===== src/rtl/clks_pkg.sv =====
package clks_pkg;

   // ---------------------------------------------------------------
   // Bus encodings
   // ---------------------------------------------------------------
   localparam logic [2:0] CREQ_READ_BLOCK  = 3'h4;
   localparam logic [2:0] CREQ_WRITE_BLOCK = 3'h5;
   localparam logic [2:0] CREQ_LOAD_LOCKED = 3'h6;
   localparam logic [2:0] CACK_IDLE        = 3'h0;
   localparam logic [2:0] CACK_OK          = 3'h4;
   localparam logic [2:0] DRACK_IDLE       = 3'h0;
   localparam logic [2:0] DRACK_OK         = 3'h5;
   localparam logic [2:0] IO_COMMAND_IDLE       = 3'h0;
   localparam logic [2:0] IO_COMMAND_ACK_REQ    = 3'h1;
   localparam logic [2:0] IO_COMMAND_CLEAR_RES  = 3'h2;

   // ---------------------------------------------------------------
   // Buffer layout and field positions
   // ---------------------------------------------------------------
   localparam int         DATA_W        = 128;
   localparam int         BUF_LINES     = 4;
   localparam int         SLOT_W        = 3;
   localparam logic [2:0] MERGE_SLOT    = 3'h4;
   localparam int         LOCK_ADDR_MSB = 33;
   localparam int         LOCK_ADDR_LSB = 5;
   localparam int         WRAP_MASK_BIT = 1;

   // ---------------------------------------------------------------
   // Reset values
   // ---------------------------------------------------------------
   localparam logic       RST_EARLY_OE  = 1'b1;
   localparam logic       RST_CPU_DOE_N = 1'b1;
   localparam logic       RST_LOCK      = 1'b0;

   typedef enum logic [3:0] {
      ST_IDLE, ST_WB_FIRST, ST_WB_SECOND, ST_WB_IO_WAIT, ST_LL_PROBE, ST_LL_LOAD_LO,
      ST_LL_LOAD_HI, ST_LL_TRISTATE, ST_LL_DRIVE_LO, ST_LL_DRIVE_HI
   } clks_state_t;

endpackage : clks_pkg


===== src/rtl/clks_buf_if.sv =====
`timescale 1ns/1ps
interface clks_buf_if;
   import clks_pkg::*;
   logic                wr_en;
   logic [SLOT_W-1:0]   wr_slot;
   logic                wr_half;
   logic [DATA_W-1:0]   wr_data;
   logic                rd_en;
   logic [SLOT_W-1:0]   rd_slot;
   logic                rd_half;
   logic [DATA_W-1:0]   rd_data;
   modport ctrl  (output wr_en, wr_slot, wr_half, wr_data, rd_en, rd_slot, rd_half,
                  input rd_data);
   modport store (input wr_en, wr_slot, wr_half, wr_data, rd_en, rd_slot, rd_half,
                  output rd_data);
endinterface : clks_buf_if


===== src/rtl/clks_sequencer.sv =====
`timescale 1ns/1ps
// Behaviour
// - Noncacheable write block runs the no-allocate flow
// - Line select points at free buffer line
// - Write request raises tag enable, CPU enable
// - I/O write octawords stored at selected line
// - Next cycle: data enable, tag qualifier, select
// - Drop enables, then request acknowledge via command
// - Command acknowledges cycle, tag qualifier dropped
// - No acknowledge request yet: hold data qualifier
// - Load-locked: read block plus lock, probe
// - Read block hit handled as unlocked hit
// - Dirty hit data staged through merge buffer
// - Locked request: cache and tag enables
// - Set lock, load address; clear command wins
// - Dirty hit asserts address enable; clean hit, miss from memory
// - Load merge buffer, bit four low first
// - Wait, drive two octawords with read acks
// - Acknowledge cycle, restore drivers, accept next
// - Clear command forces store-conditional to fail
module clks_sequencer
   import clks_pkg::*;
#(
   parameter int LINES = BUF_LINES
) (
   input  wire logic                                 ref_clk,
   input  wire logic                                 nrst,
   input  wire logic [2:0]                           cycle_request,
   input  wire logic [LOCK_ADDR_MSB:LOCK_ADDR_LSB]   system_address,
   input  wire logic [3:0]                           cycle_write_mask,
   input  wire logic                                 address_is_io,
   input  wire logic                                 tag_hit,
   input  wire logic                                 tag_dirty,
   input  wire logic [DATA_W-1:0]                    system_data_bus_in,
   input  wire logic                                 pci_ack_ready,
   input  wire logic                                 clear_reservation_request,
   input  wire logic                                 unload_read_en,
   input  wire logic [1:0]                           unload_read_line,
   input  wire logic                                 unload_read_half,
   input  wire logic                                 unload_done,
   input  wire logic [1:0]                           unload_done_line,
   output      logic                                 early_output_enable,
   output      logic                                 tag_ram_output_enable,
   output      logic                                 cache_ram_output_enable,
   output      logic                                 cpu_data_output_enable_n,
   output      logic                                 system_data_output_enable,
   output      logic                                 tag_output_enable_qualifier,
   output      logic                                 data_output_enable_qualifier,
   output      logic                                 second_octaword_select,
   output      logic                                 data_address_enable,
   output      logic                                 cache_data_address_4,
   output      logic [2:0]                           cycle_acknowledge,
   output      logic [2:0]                           data_read_acknowledge,
   output      logic [2:0]                           io_command,
   output      logic [1:0]                           buffer_line_select,
   output      logic                                 unload_ready,
   output      logic [1:0]                           unload_line,
   output      logic [DATA_W-1:0]                    internal_unload_bus,
   output      logic [DATA_W-1:0]                    system_data_bus_out,
   output      logic                                 system_data_bus_oe,
   output      logic                                 memory_read_request,
   output      logic                                 lock_flag,
   output      logic [LOCK_ADDR_MSB:LOCK_ADDR_LSB]   lock_address
);

   if (LINES < 2 || LINES > 4) begin : g_check
      $error("clks_sequencer: LINES must be 2 to 4 for a two-bit line select");
   end

   // ---------------------------------------------------------------
   // State
   // ---------------------------------------------------------------
   typedef struct packed {
      clks_state_t                        state;
      logic                               is_io;
      logic                               is_ll;
      logic                               early_oe;
      logic                               tag_oe;
      logic                               cache_oe;
      logic                               cpu_doe_n;
      logic                               sys_doe;
      logic                               tag_qual;
      logic                               data_qual;
      logic                               dwsel;
      logic                               data_addr_en;
      logic                               addr4;
      logic                               drive_oe;
      logic [2:0]                         cack;
      logic [2:0]                         drack;
      logic [2:0]                         io_cmd;
      logic [1:0]                         line_sel;
      logic [LINES-1:0]                   line_busy;
      logic                               unload_rdy;
      logic [1:0]                         unload_ln;
      logic                               mem_req;
      logic                               lock;
      logic [LOCK_ADDR_MSB:LOCK_ADDR_LSB] lock_addr;
   } clks_seq_t;

   clks_seq_t r_reg;
   clks_seq_t r_next;

   clks_buf_if buf_bus ();

   clks_octaword_store #(
      .SLOTS (LINES + 1)
   ) u_store (
      .ref_clk (ref_clk),
      .nrst    (nrst),
      .bus     (buf_bus.store)
   );

   // ---------------------------------------------------------------
   // Free line search
   // ---------------------------------------------------------------
   function automatic logic [1:0] clks_first_free(input logic [LINES-1:0] busy);
      logic [1:0] idx;
      idx = 2'h0;
      for (int i = LINES - 1; i >= 0; i--) begin
         if (!busy[i]) begin
            idx = i[1:0];
         end
      end
      return idx;
   endfunction : clks_first_free

   logic any_free;
   assign any_free = ~&r_reg.line_busy;

   // ---------------------------------------------------------------
   // Next state
   // ---------------------------------------------------------------
   always_comb begin
      r_next            = r_reg;
      r_next.cack       = CACK_IDLE;
      r_next.drack      = DRACK_IDLE;
      r_next.unload_rdy = 1'b0;
      r_next.mem_req    = 1'b0;
      r_next.io_cmd     = clear_reservation_request ? IO_COMMAND_CLEAR_RES : IO_COMMAND_IDLE;
      buf_bus.wr_en     = 1'b0;
      buf_bus.wr_slot   = {1'b0, r_reg.line_sel};
      buf_bus.wr_half   = 1'b0;
      buf_bus.wr_data   = system_data_bus_in;
      buf_bus.rd_en     = unload_read_en;
      buf_bus.rd_slot   = {1'b0, unload_read_line};
      buf_bus.rd_half   = unload_read_half;

      if (unload_done) begin
         r_next.line_busy[unload_done_line] = 1'b0;
      end
      // Clear beats set: the reservation stays off while the command is sent
      if (r_reg.io_cmd == IO_COMMAND_CLEAR_RES) begin
         r_next.lock = 1'b0;
      end

      case (r_reg.state)
         ST_IDLE: begin
            // Held for the whole of bus ownership
            r_next.line_sel = clks_first_free(r_next.line_busy);
            if (cycle_request == CREQ_WRITE_BLOCK) begin
               // Noncacheable and no-allocate share this flow
               r_next.is_io     = address_is_io;
               r_next.tag_oe    = 1'b1;
               r_next.cpu_doe_n = 1'b0;
               r_next.state     = ST_WB_FIRST;
            end else if (cycle_request == CREQ_LOAD_LOCKED ||
                         cycle_request == CREQ_READ_BLOCK) begin
               // Plain read block takes the same path without the lock
               r_next.is_ll    = (cycle_request == CREQ_LOAD_LOCKED);
               r_next.cache_oe = 1'b1;
               r_next.tag_oe   = 1'b1;
               r_next.state    = ST_LL_PROBE;
            end
         end
         ST_WB_FIRST: begin
            buf_bus.wr_en        = r_reg.is_io;
            buf_bus.wr_half      = 1'b0;
            r_next.sys_doe       = 1'b1;
            r_next.tag_qual      = 1'b1;
            r_next.dwsel         = 1'b1;
            r_next.state         = ST_WB_SECOND;
         end
         ST_WB_SECOND: begin
            buf_bus.wr_en   = r_reg.is_io;
            buf_bus.wr_half = 1'b1;
            r_next.sys_doe  = 1'b0;
            r_next.dwsel    = 1'b0;
            r_next.early_oe = 1'b0;
            if (r_reg.is_io) begin
               if (pci_ack_ready && any_free) begin
                  r_next.io_cmd = IO_COMMAND_ACK_REQ;
               end
               r_next.state = ST_WB_IO_WAIT;
            end else begin
               r_next.cack      = CACK_OK;
               r_next.tag_qual  = 1'b0;
               r_next.tag_oe    = 1'b0;
               r_next.cpu_doe_n = RST_CPU_DOE_N;
               r_next.early_oe  = RST_EARLY_OE;
               r_next.state     = ST_IDLE;
            end
         end
         ST_WB_IO_WAIT: begin
            if (r_reg.io_cmd == IO_COMMAND_ACK_REQ) begin
               r_next.cack                        = CACK_OK;
               r_next.tag_qual                    = 1'b0;
               r_next.data_qual                   = 1'b0;
               r_next.tag_oe                      = 1'b0;
               r_next.cpu_doe_n                   = RST_CPU_DOE_N;
               r_next.early_oe                    = RST_EARLY_OE;
               r_next.line_busy[r_reg.line_sel]   = 1'b1;
               r_next.unload_rdy                  = 1'b1;
               r_next.unload_ln                   = r_reg.line_sel;
               r_next.state                       = ST_IDLE;
            end else begin
               // Keeps the data bus from floating while the PCI side stalls
               r_next.data_qual = 1'b1;
               if (pci_ack_ready && any_free) begin
                  r_next.io_cmd = IO_COMMAND_ACK_REQ;
               end
            end
         end
         ST_LL_PROBE: begin
            if (r_reg.is_ll && r_reg.io_cmd != IO_COMMAND_CLEAR_RES) begin
               r_next.lock      = 1'b1;
               r_next.lock_addr = system_address;
            end
            if (tag_hit && tag_dirty) begin
               r_next.data_addr_en = 1'b1;
               r_next.addr4        = 1'b0;
               r_next.early_oe     = 1'b0;
               r_next.state        = ST_LL_LOAD_LO;
            end else begin
               // Clean hit and miss are served from memory by the read path
               r_next.mem_req  = 1'b1;
               r_next.cache_oe = 1'b0;
               r_next.tag_oe   = 1'b0;
               r_next.state    = ST_IDLE;
            end
         end
         ST_LL_LOAD_LO: begin
            // Never straight to the CPU: avoids the address-to-data race
            buf_bus.wr_en   = 1'b1;
            buf_bus.wr_slot = MERGE_SLOT;
            buf_bus.wr_half = 1'b0;
            r_next.addr4    = 1'b1;
            r_next.state    = ST_LL_LOAD_HI;
         end
         ST_LL_LOAD_HI: begin
            buf_bus.wr_en   = 1'b1;
            buf_bus.wr_slot = MERGE_SLOT;
            buf_bus.wr_half = 1'b1;
            r_next.addr4    = 1'b0;
            r_next.cache_oe = 1'b0;
            r_next.state    = ST_LL_TRISTATE;
         end
         ST_LL_TRISTATE: begin
            // Cache RAMs release the bus; merge read wins over unload here
            buf_bus.rd_en   = 1'b1;
            buf_bus.rd_slot = MERGE_SLOT;
            buf_bus.rd_half = 1'b0;
            r_next.drive_oe = 1'b1;
            r_next.drack    = DRACK_OK;
            r_next.state    = ST_LL_DRIVE_LO;
         end
         ST_LL_DRIVE_LO: begin
            buf_bus.rd_en   = 1'b1;
            buf_bus.rd_slot = MERGE_SLOT;
            buf_bus.rd_half = 1'b1;
            r_next.drack    = DRACK_OK;
            r_next.state    = ST_LL_DRIVE_HI;
         end
         ST_LL_DRIVE_HI: begin
            r_next.cack         = CACK_OK;
            r_next.drive_oe     = 1'b0;
            r_next.tag_oe       = 1'b0;
            r_next.data_addr_en = 1'b0;
            r_next.early_oe     = RST_EARLY_OE;
            r_next.state        = ST_IDLE;
         end
         default: begin
            r_next.state = ST_IDLE;
         end
      endcase
   end

   always_ff @(posedge ref_clk) begin
      if (!nrst) begin
         r_reg           <= '0;
         r_reg.state     <= ST_IDLE;
         r_reg.early_oe  <= RST_EARLY_OE;
         r_reg.cpu_doe_n <= RST_CPU_DOE_N;
         r_reg.lock      <= RST_LOCK;
      end else begin
         r_reg <= r_next;
      end
   end

   // ---------------------------------------------------------------
   // Outputs
   // ---------------------------------------------------------------
   assign early_output_enable          = r_reg.early_oe;
   assign tag_ram_output_enable        = r_reg.tag_oe;
   assign cache_ram_output_enable      = r_reg.cache_oe;
   assign cpu_data_output_enable_n     = r_reg.cpu_doe_n;
   assign system_data_output_enable    = r_reg.sys_doe;
   assign tag_output_enable_qualifier  = r_reg.tag_qual;
   assign data_output_enable_qualifier = r_reg.data_qual;
   assign second_octaword_select       = r_reg.dwsel;
   assign data_address_enable          = r_reg.data_addr_en;
   assign cache_data_address_4         = r_reg.addr4;
   assign cycle_acknowledge            = r_reg.cack;
   assign data_read_acknowledge        = r_reg.drack;
   assign io_command                   = r_reg.io_cmd;
   assign buffer_line_select           = r_reg.line_sel;
   assign unload_ready                 = r_reg.unload_rdy;
   assign unload_line                  = r_reg.unload_ln;
   assign internal_unload_bus          = buf_bus.rd_data;
   assign system_data_bus_out          = buf_bus.rd_data;
   assign system_data_bus_oe           = r_reg.drive_oe;
   assign memory_read_request          = r_reg.mem_req;
   assign lock_flag                    = r_reg.lock;
   assign lock_address                 = r_reg.lock_addr;

   // ---------------------------------------------------------------
   // Checks
   // ---------------------------------------------------------------
   a_wb_request_oe:
   assert property (@(posedge ref_clk) disable iff (!nrst)
      (r_reg.state == ST_IDLE && cycle_request == CREQ_WRITE_BLOCK)
      |=> (tag_ram_output_enable && !cpu_data_output_enable_n)
         ##1 (system_data_output_enable && second_octaword_select))
      else $error("write block enables missing");

   a_wb_second_select:
   assert property (@(posedge ref_clk) disable iff (!nrst)
      $rose(second_octaword_select)
      |-> (system_data_output_enable && tag_output_enable_qualifier
           && $past(!cpu_data_output_enable_n)))
      else $error("second select without qualifiers");

   a_select_one_cycle:
   assert property (@(posedge ref_clk) disable iff (!nrst)
      second_octaword_select |=> (!second_octaword_select && !system_data_output_enable))
      else $error("select held too long");

   a_io_ack_follow:
   assert property (@(posedge ref_clk) disable iff (!nrst)
      (r_reg.state == ST_WB_IO_WAIT && io_command == IO_COMMAND_ACK_REQ)
      |=> (cycle_acknowledge == CACK_OK && !tag_output_enable_qualifier
           && !data_output_enable_qualifier))
      else $error("io acknowledge not given");

   a_io_wait_qual:
   assert property (@(posedge ref_clk) disable iff (!nrst)
      (r_reg.state == ST_WB_IO_WAIT && io_command != IO_COMMAND_ACK_REQ)
      |=> data_output_enable_qualifier)
      else $error("data bus left floating");

   a_lock_clear_cmd:
   assert property (@(posedge ref_clk) disable iff (!nrst)
      io_command == IO_COMMAND_CLEAR_RES |=> !lock_flag)
      else $error("lock survived clear command");

   a_ll_request_oe:
   assert property (@(posedge ref_clk) disable iff (!nrst)
      (r_reg.state == ST_IDLE && cycle_request == CREQ_LOAD_LOCKED)
      |=> (cache_ram_output_enable && tag_ram_output_enable))
      else $error("locked load enables missing");

   a_ll_return_pair:
   assert property (@(posedge ref_clk) disable iff (!nrst)
      $rose(data_address_enable)
      |-> ##3 (data_read_acknowledge == DRACK_OK && system_data_bus_oe)
          ##1 (data_read_acknowledge == DRACK_OK)
          ##1 (cycle_acknowledge == CACK_OK && !system_data_bus_oe))
      else $error("merge return sequence wrong");

   a_load_first_half:
   assert property (@(posedge ref_clk) disable iff (!nrst)
      r_reg.state == ST_LL_LOAD_LO
      |-> (!cache_data_address_4 && !early_output_enable) ##1 cache_data_address_4)
      else $error("merge load address order wrong");

   a_line_sel_stable:
   assert property (@(posedge ref_clk) disable iff (!nrst)
      (r_reg.state != ST_IDLE) |=> $stable(buffer_line_select))
      else $error("line select moved during ownership");

endmodule : clks_sequencer


===== src/rtl/clks_octaword_store.sv =====
`timescale 1ns/1ps
module clks_octaword_store
   import clks_pkg::*;
#(
   parameter int SLOTS = BUF_LINES + 1
) (
   input  wire logic  ref_clk,
   input  wire logic  nrst,
   clks_buf_if.store  bus
);
   // ---------------------------------------------------------------
   // Storage: line slots plus the merge slot, two octawords each
   // ---------------------------------------------------------------
   typedef struct packed {
      logic [DATA_W-1:0] rd_data;
   } clks_store_t;

   clks_store_t       st_reg;
   clks_store_t       st_next;
   logic [DATA_W-1:0] mem [SLOTS*2];

   if (SLOTS < 2 || SLOTS > (1 << (SLOT_W - 1)) + 1) begin : g_check
      $error("clks_octaword_store: SLOTS out of range");
   end

   always_comb begin
      st_next = st_reg;
      if (bus.rd_en) begin
         st_next.rd_data = mem[{bus.rd_slot, bus.rd_half}];
      end
   end

   // Array left out of reset: contents are only read after being written
   always_ff @(posedge ref_clk) begin
      if (bus.wr_en) begin
         mem[{bus.wr_slot, bus.wr_half}] <= bus.wr_data;
      end
   end

   always_ff @(posedge ref_clk) begin
      if (!nrst) begin
         st_reg <= '0;
      end else begin
         st_reg <= st_next;
      end
   end

   assign bus.rd_data = st_reg.rd_data;

endmodule : clks_octaword_store


===== config.mk =====
export PLATFORM = sky130hd
export DESIGN_NAME = clks_sequencer
export DESIGN_NICKNAME = d
export VERILOG_FILES = /design/src/rtl/clks_pkg.sv /design/src/rtl/clks_buf_if.sv /design/src/rtl/clks_sequencer.sv /design/src/rtl/clks_octaword_store.sv
export SDC_FILE = /design/constraint.sdc
export NUM_CORES = 2
export LEC_CHECK = 0
export BUFFER_PORTS_ARGS = -buffer_cell sky130_fd_sc_hd__buf_2
export CAP_MARGIN = 20
export CORE_ASPECT_RATIO = 0.8
export CORE_MARGIN = 10
export CORE_UTILIZATION = 56
export CTS_CLUSTER_DIAMETER = 150
export DETAILED_ROUTE_END_ITERATION = 8
export MAX_ROUTING_LAYER = met4
export PLACE_DENSITY = 0.76
export SKIP_LAST_GASP = 1
export SYNTH_ARGS = -nofsm -noshare
export SYNTH_HDL_FRONTEND = slang
export SYNTH_SLANG_ARGS = --single-unit

===== constraint.sdc =====
create_clock -name ref_clk -period 23 [get_ports ref_clk]
set_input_delay 4.6 -clock ref_clk [delete_from_list [all_inputs] [get_ports ref_clk]]
set_output_delay 4.6 -clock ref_clk [all_outputs]
set_load 0.03 [all_outputs]

==> impl_metrics.ini <==
[timing]
maxSlewViolCount = 0
maxClockFrequency_ghz = 0.125
final_period_minus_worst_setup_slack_ns = 8.03
fin_setup_tns_ns = 0
max-slew-margin-rel_pct = 21.3
post-route-period-util_pct = 34.9
worst-slew-pin-transition_ns = 1.18
grt_setup_unrepaired = no
whs_ns = 0.449
report.final.setup_viol = 0
timing.final.hold_violations = 0
clock-skew-final_ns = 0.0254

[logic_synthesis]
synthDominantCellAreaShare_pct = 67.7
dominantRegCellSynth = edfxtp_1
post_synthesis_register_bit_count = 1468
synth_area_sq_um = 56800
synth_sequential_area_ratio_pct = 74.4
leading_cell_types_by_count_after_synthesis = edfxtp_1, mux2i_1, nor2_1, o21ai_0, o22a_1
mapped_avg_cell_area_sq_um = 15.6
ys_top_cells_by_area = edfxtp_1, mux2i_1, dfxtp_1
yosysWarnings = 0
synthArstFlopShare_pct = 0
yosysTopAreaCell = edfxtp_1
netlist_instances = 3641
synth.most_common_cell = edfxtp_1
netlist-cell-type-count = 62
synth_edf_count = 1280

[pwr]
pwr_density_cell_nw_per_um2 = 87.9
comb_power_share_pct = 6.5
power_frac_clock_pct = 41.0
power.leakage_nw = 22.5
peak_supply_drop_uv = 74.5
power_switching_share_pct = 22.4
pwr-share-seq_pct = 52.5
power.internal_mw = 4.35
switching_power_mw = 1.26
power.total_mw = 5.61

[floorplan]
initial_core_util_pct = 56.4
rows = 104
top_level_ports = 490
fp.dieH_um = 305
die-area_sq_um = 115000
fp.coreArea_sq_um = 101000
horizontal_die_dimension_um = 376

[worst_setup_path]
type_of_element_capturing_the_critical_path = flop
r2r-start = r_reg[62]$_SDFFE_PN0P_
worst_setup_path_startpoint = unload_read_half
worstReg2RegEnd = u_store.bus.rd_data[33]$_SDFFE_PN0P_
worstPathArrival_ns = 8.71
ff2ff_setup_slack_ns = 17.70
startpoint_type = input port
crit_type = input port to flop
endpoint_required_time_on_the_critical_path_ns = 23.68
worstSetupEndpoint = u_store.bus.rd_data[33]$_SDFFE_PN0P_
rr_worst_depth = 9
timing.critical_path.fanout_max = 140

[placed_design]
buffer_ports.inserted = 481
detailed_place.area_sq_um = 59100
hpwl_um = 71500
finalWeightedCongestion = 0.798
dp_cells = 5119

[drt]
num_vias = 32300
drt_first_pass_iters = 5
route.met2.wl_um = 68800
topRoutingLayerUsed = met4
wl_per_cell_um = 25.4
route.detailed.drc = 0
post_drt_antenna_nets = 0
detail_route.wirelength_um = 137000
detailroute.wirelength.met3_um = 11200
number_of_design_rule_violations_left_by_the_first_detailed_router_iteration = 3118
vias_per_cell = 5.97
route.layer.met1.wl_um = 54700

[layout]
share_of_layout_cells_above_drive_strength_1_pct = 20.6
post-route-cell-area_sq_um = 63800
largest_register_ffs = 1280
synthesis_to_layout_area_growth_pct = 12.5
final_nets = 4113
final_cell_count_no_fill = 5409
max_flop_register = u_store.mem

[clock_tree]
post-cts-setup-buffers = 0
clk_transition_reported_paths_ns = 0.06
clk_latency_ns = 0.75
cts_tree = yes
cts_hold_repair.buffers = 0
cts_root_buf = clkbuf_16
cts_buffers = 138
clock_sink_count = 1468
clock_tree.htree_level_count = 4
max-clock-path-buffers = 3
cts_resized = 0

[run]
maxCapViolCount = 0

[global_routing]
maximum_number_of_pins_on_one_net_before_global_route_repair = 141
antenna_found_initial = 33
first_global_vias = 31900
groute.usage.overall_pct = 24.1
grt_first_pass_wirelength_um = 203000
overflow_after_grt = 0

[outcome]
run_status = finished, final reports clean

[min_path]
worstHoldPathType = flop to flop
-- worst max-delay path: stages --
cell and delay, ns:
buf_2 0.20, a21boi_0 0.19, a211oi_4 0.28, buf_12 0.74, buf_4 0.85, buf_4 0.97
mux2i_1 0.21, o22a_1 0.26, a31oi_1 0.16
-- routing by layer --
| layer | GRT usage, % | vias to the layer above |
|---|---|---|
| met2 | 39.6 | 1477 |
| li1 | - | 14400 |
| met5 | - | - |
| met4 | 7.86 | 0 |
| met3 | 4.92 | 209 |
| met1 | 30.0 | 16200 |
-- cells by family after synthesis --
family / synth area share, %
XOR/XNOR: 0.0154
buffers and inverters: 4.19
AO/OA/AOI/OAI: 8.57
AND/OR/NAND/NOR: 3.66
other: 0.00661
multiplexers: 9.21
flip-flops: 74.4
-- final cells by class --
class,instances,area [sq um]
Inverter,5,18.8
Timing Repair Buffer,541,2930
Clock inverter,76,777
Sequential cell,1468,42200
Clock buffer,178,3860
Tap cell,1325,1660
Multi-Input combinational cell,1781,12300
Fill cell,7138,36700
Antenna cell,35,87.6
-- worst min path at each step --
stage	startpoint	end	slack, ns	depth (start not counted)
floorplan	lock_address[10]$_SDFFE_PN0P_	lock_address[10]$_SDFFE_PN0P_	0.44	2
global placement	lock_address[16]$_SDFFE_PN0P_	lock_address[16]$_SDFFE_PN0P_	0.44	2
detailed placement	lock_address[27]$_SDFFE_PN0P_	lock_address[27]$_SDFFE_PN0P_	0.44	2
CTS	lock_address[27]$_SDFFE_PN0P_	lock_address[27]$_SDFFE_PN0P_	0.45	2
global route	lock_address[10]$_SDFFE_PN0P_	lock_address[10]$_SDFFE_PN0P_	0.47	2
finish	lock_address[29]$_SDFFE_PN0P_	lock_address[29]$_SDFFE_PN0P_	0.45	2
-- cell usage in the layout, fill, tap and decap left out, drive strengths merged, types with 168 or more instances in the layout --
master	instances
o21ai	223
buf	541
edfxtp	1280
clkbuf	178
dfxtp	188
a21oi	173
nor2	276
nand2	168
o22a	206
mux2i	468
-- per-stage QoR --
stage | worst slack (ns) | utilization (%)
floorplan | 12.28 | -
global placement | 14.36 | 58.8
detailed placement | 14.32 | 58.8
CTS | 15.10 | 63.4
global route | 14.89 | 63.5
finish | 14.97 | 63.5
-- power groups by stage --
stage | Combinational (mW) | Sequential, mW | Clock [mW]
2_1_floorplan | 0.226 | 3.03 | 0
3_3_place_gp | 0.358 | 3.00 | 0
3_5_place_dp | 0.365 | 3.00 | 0
4_1_cts | 0.366 | 2.94 | 2.33
5_1_grt | 0.389 | 2.94 | 2.45
6_report | 0.365 | 2.94 | 2.30
Note: power is estimated with default switching activity, not from simulation.
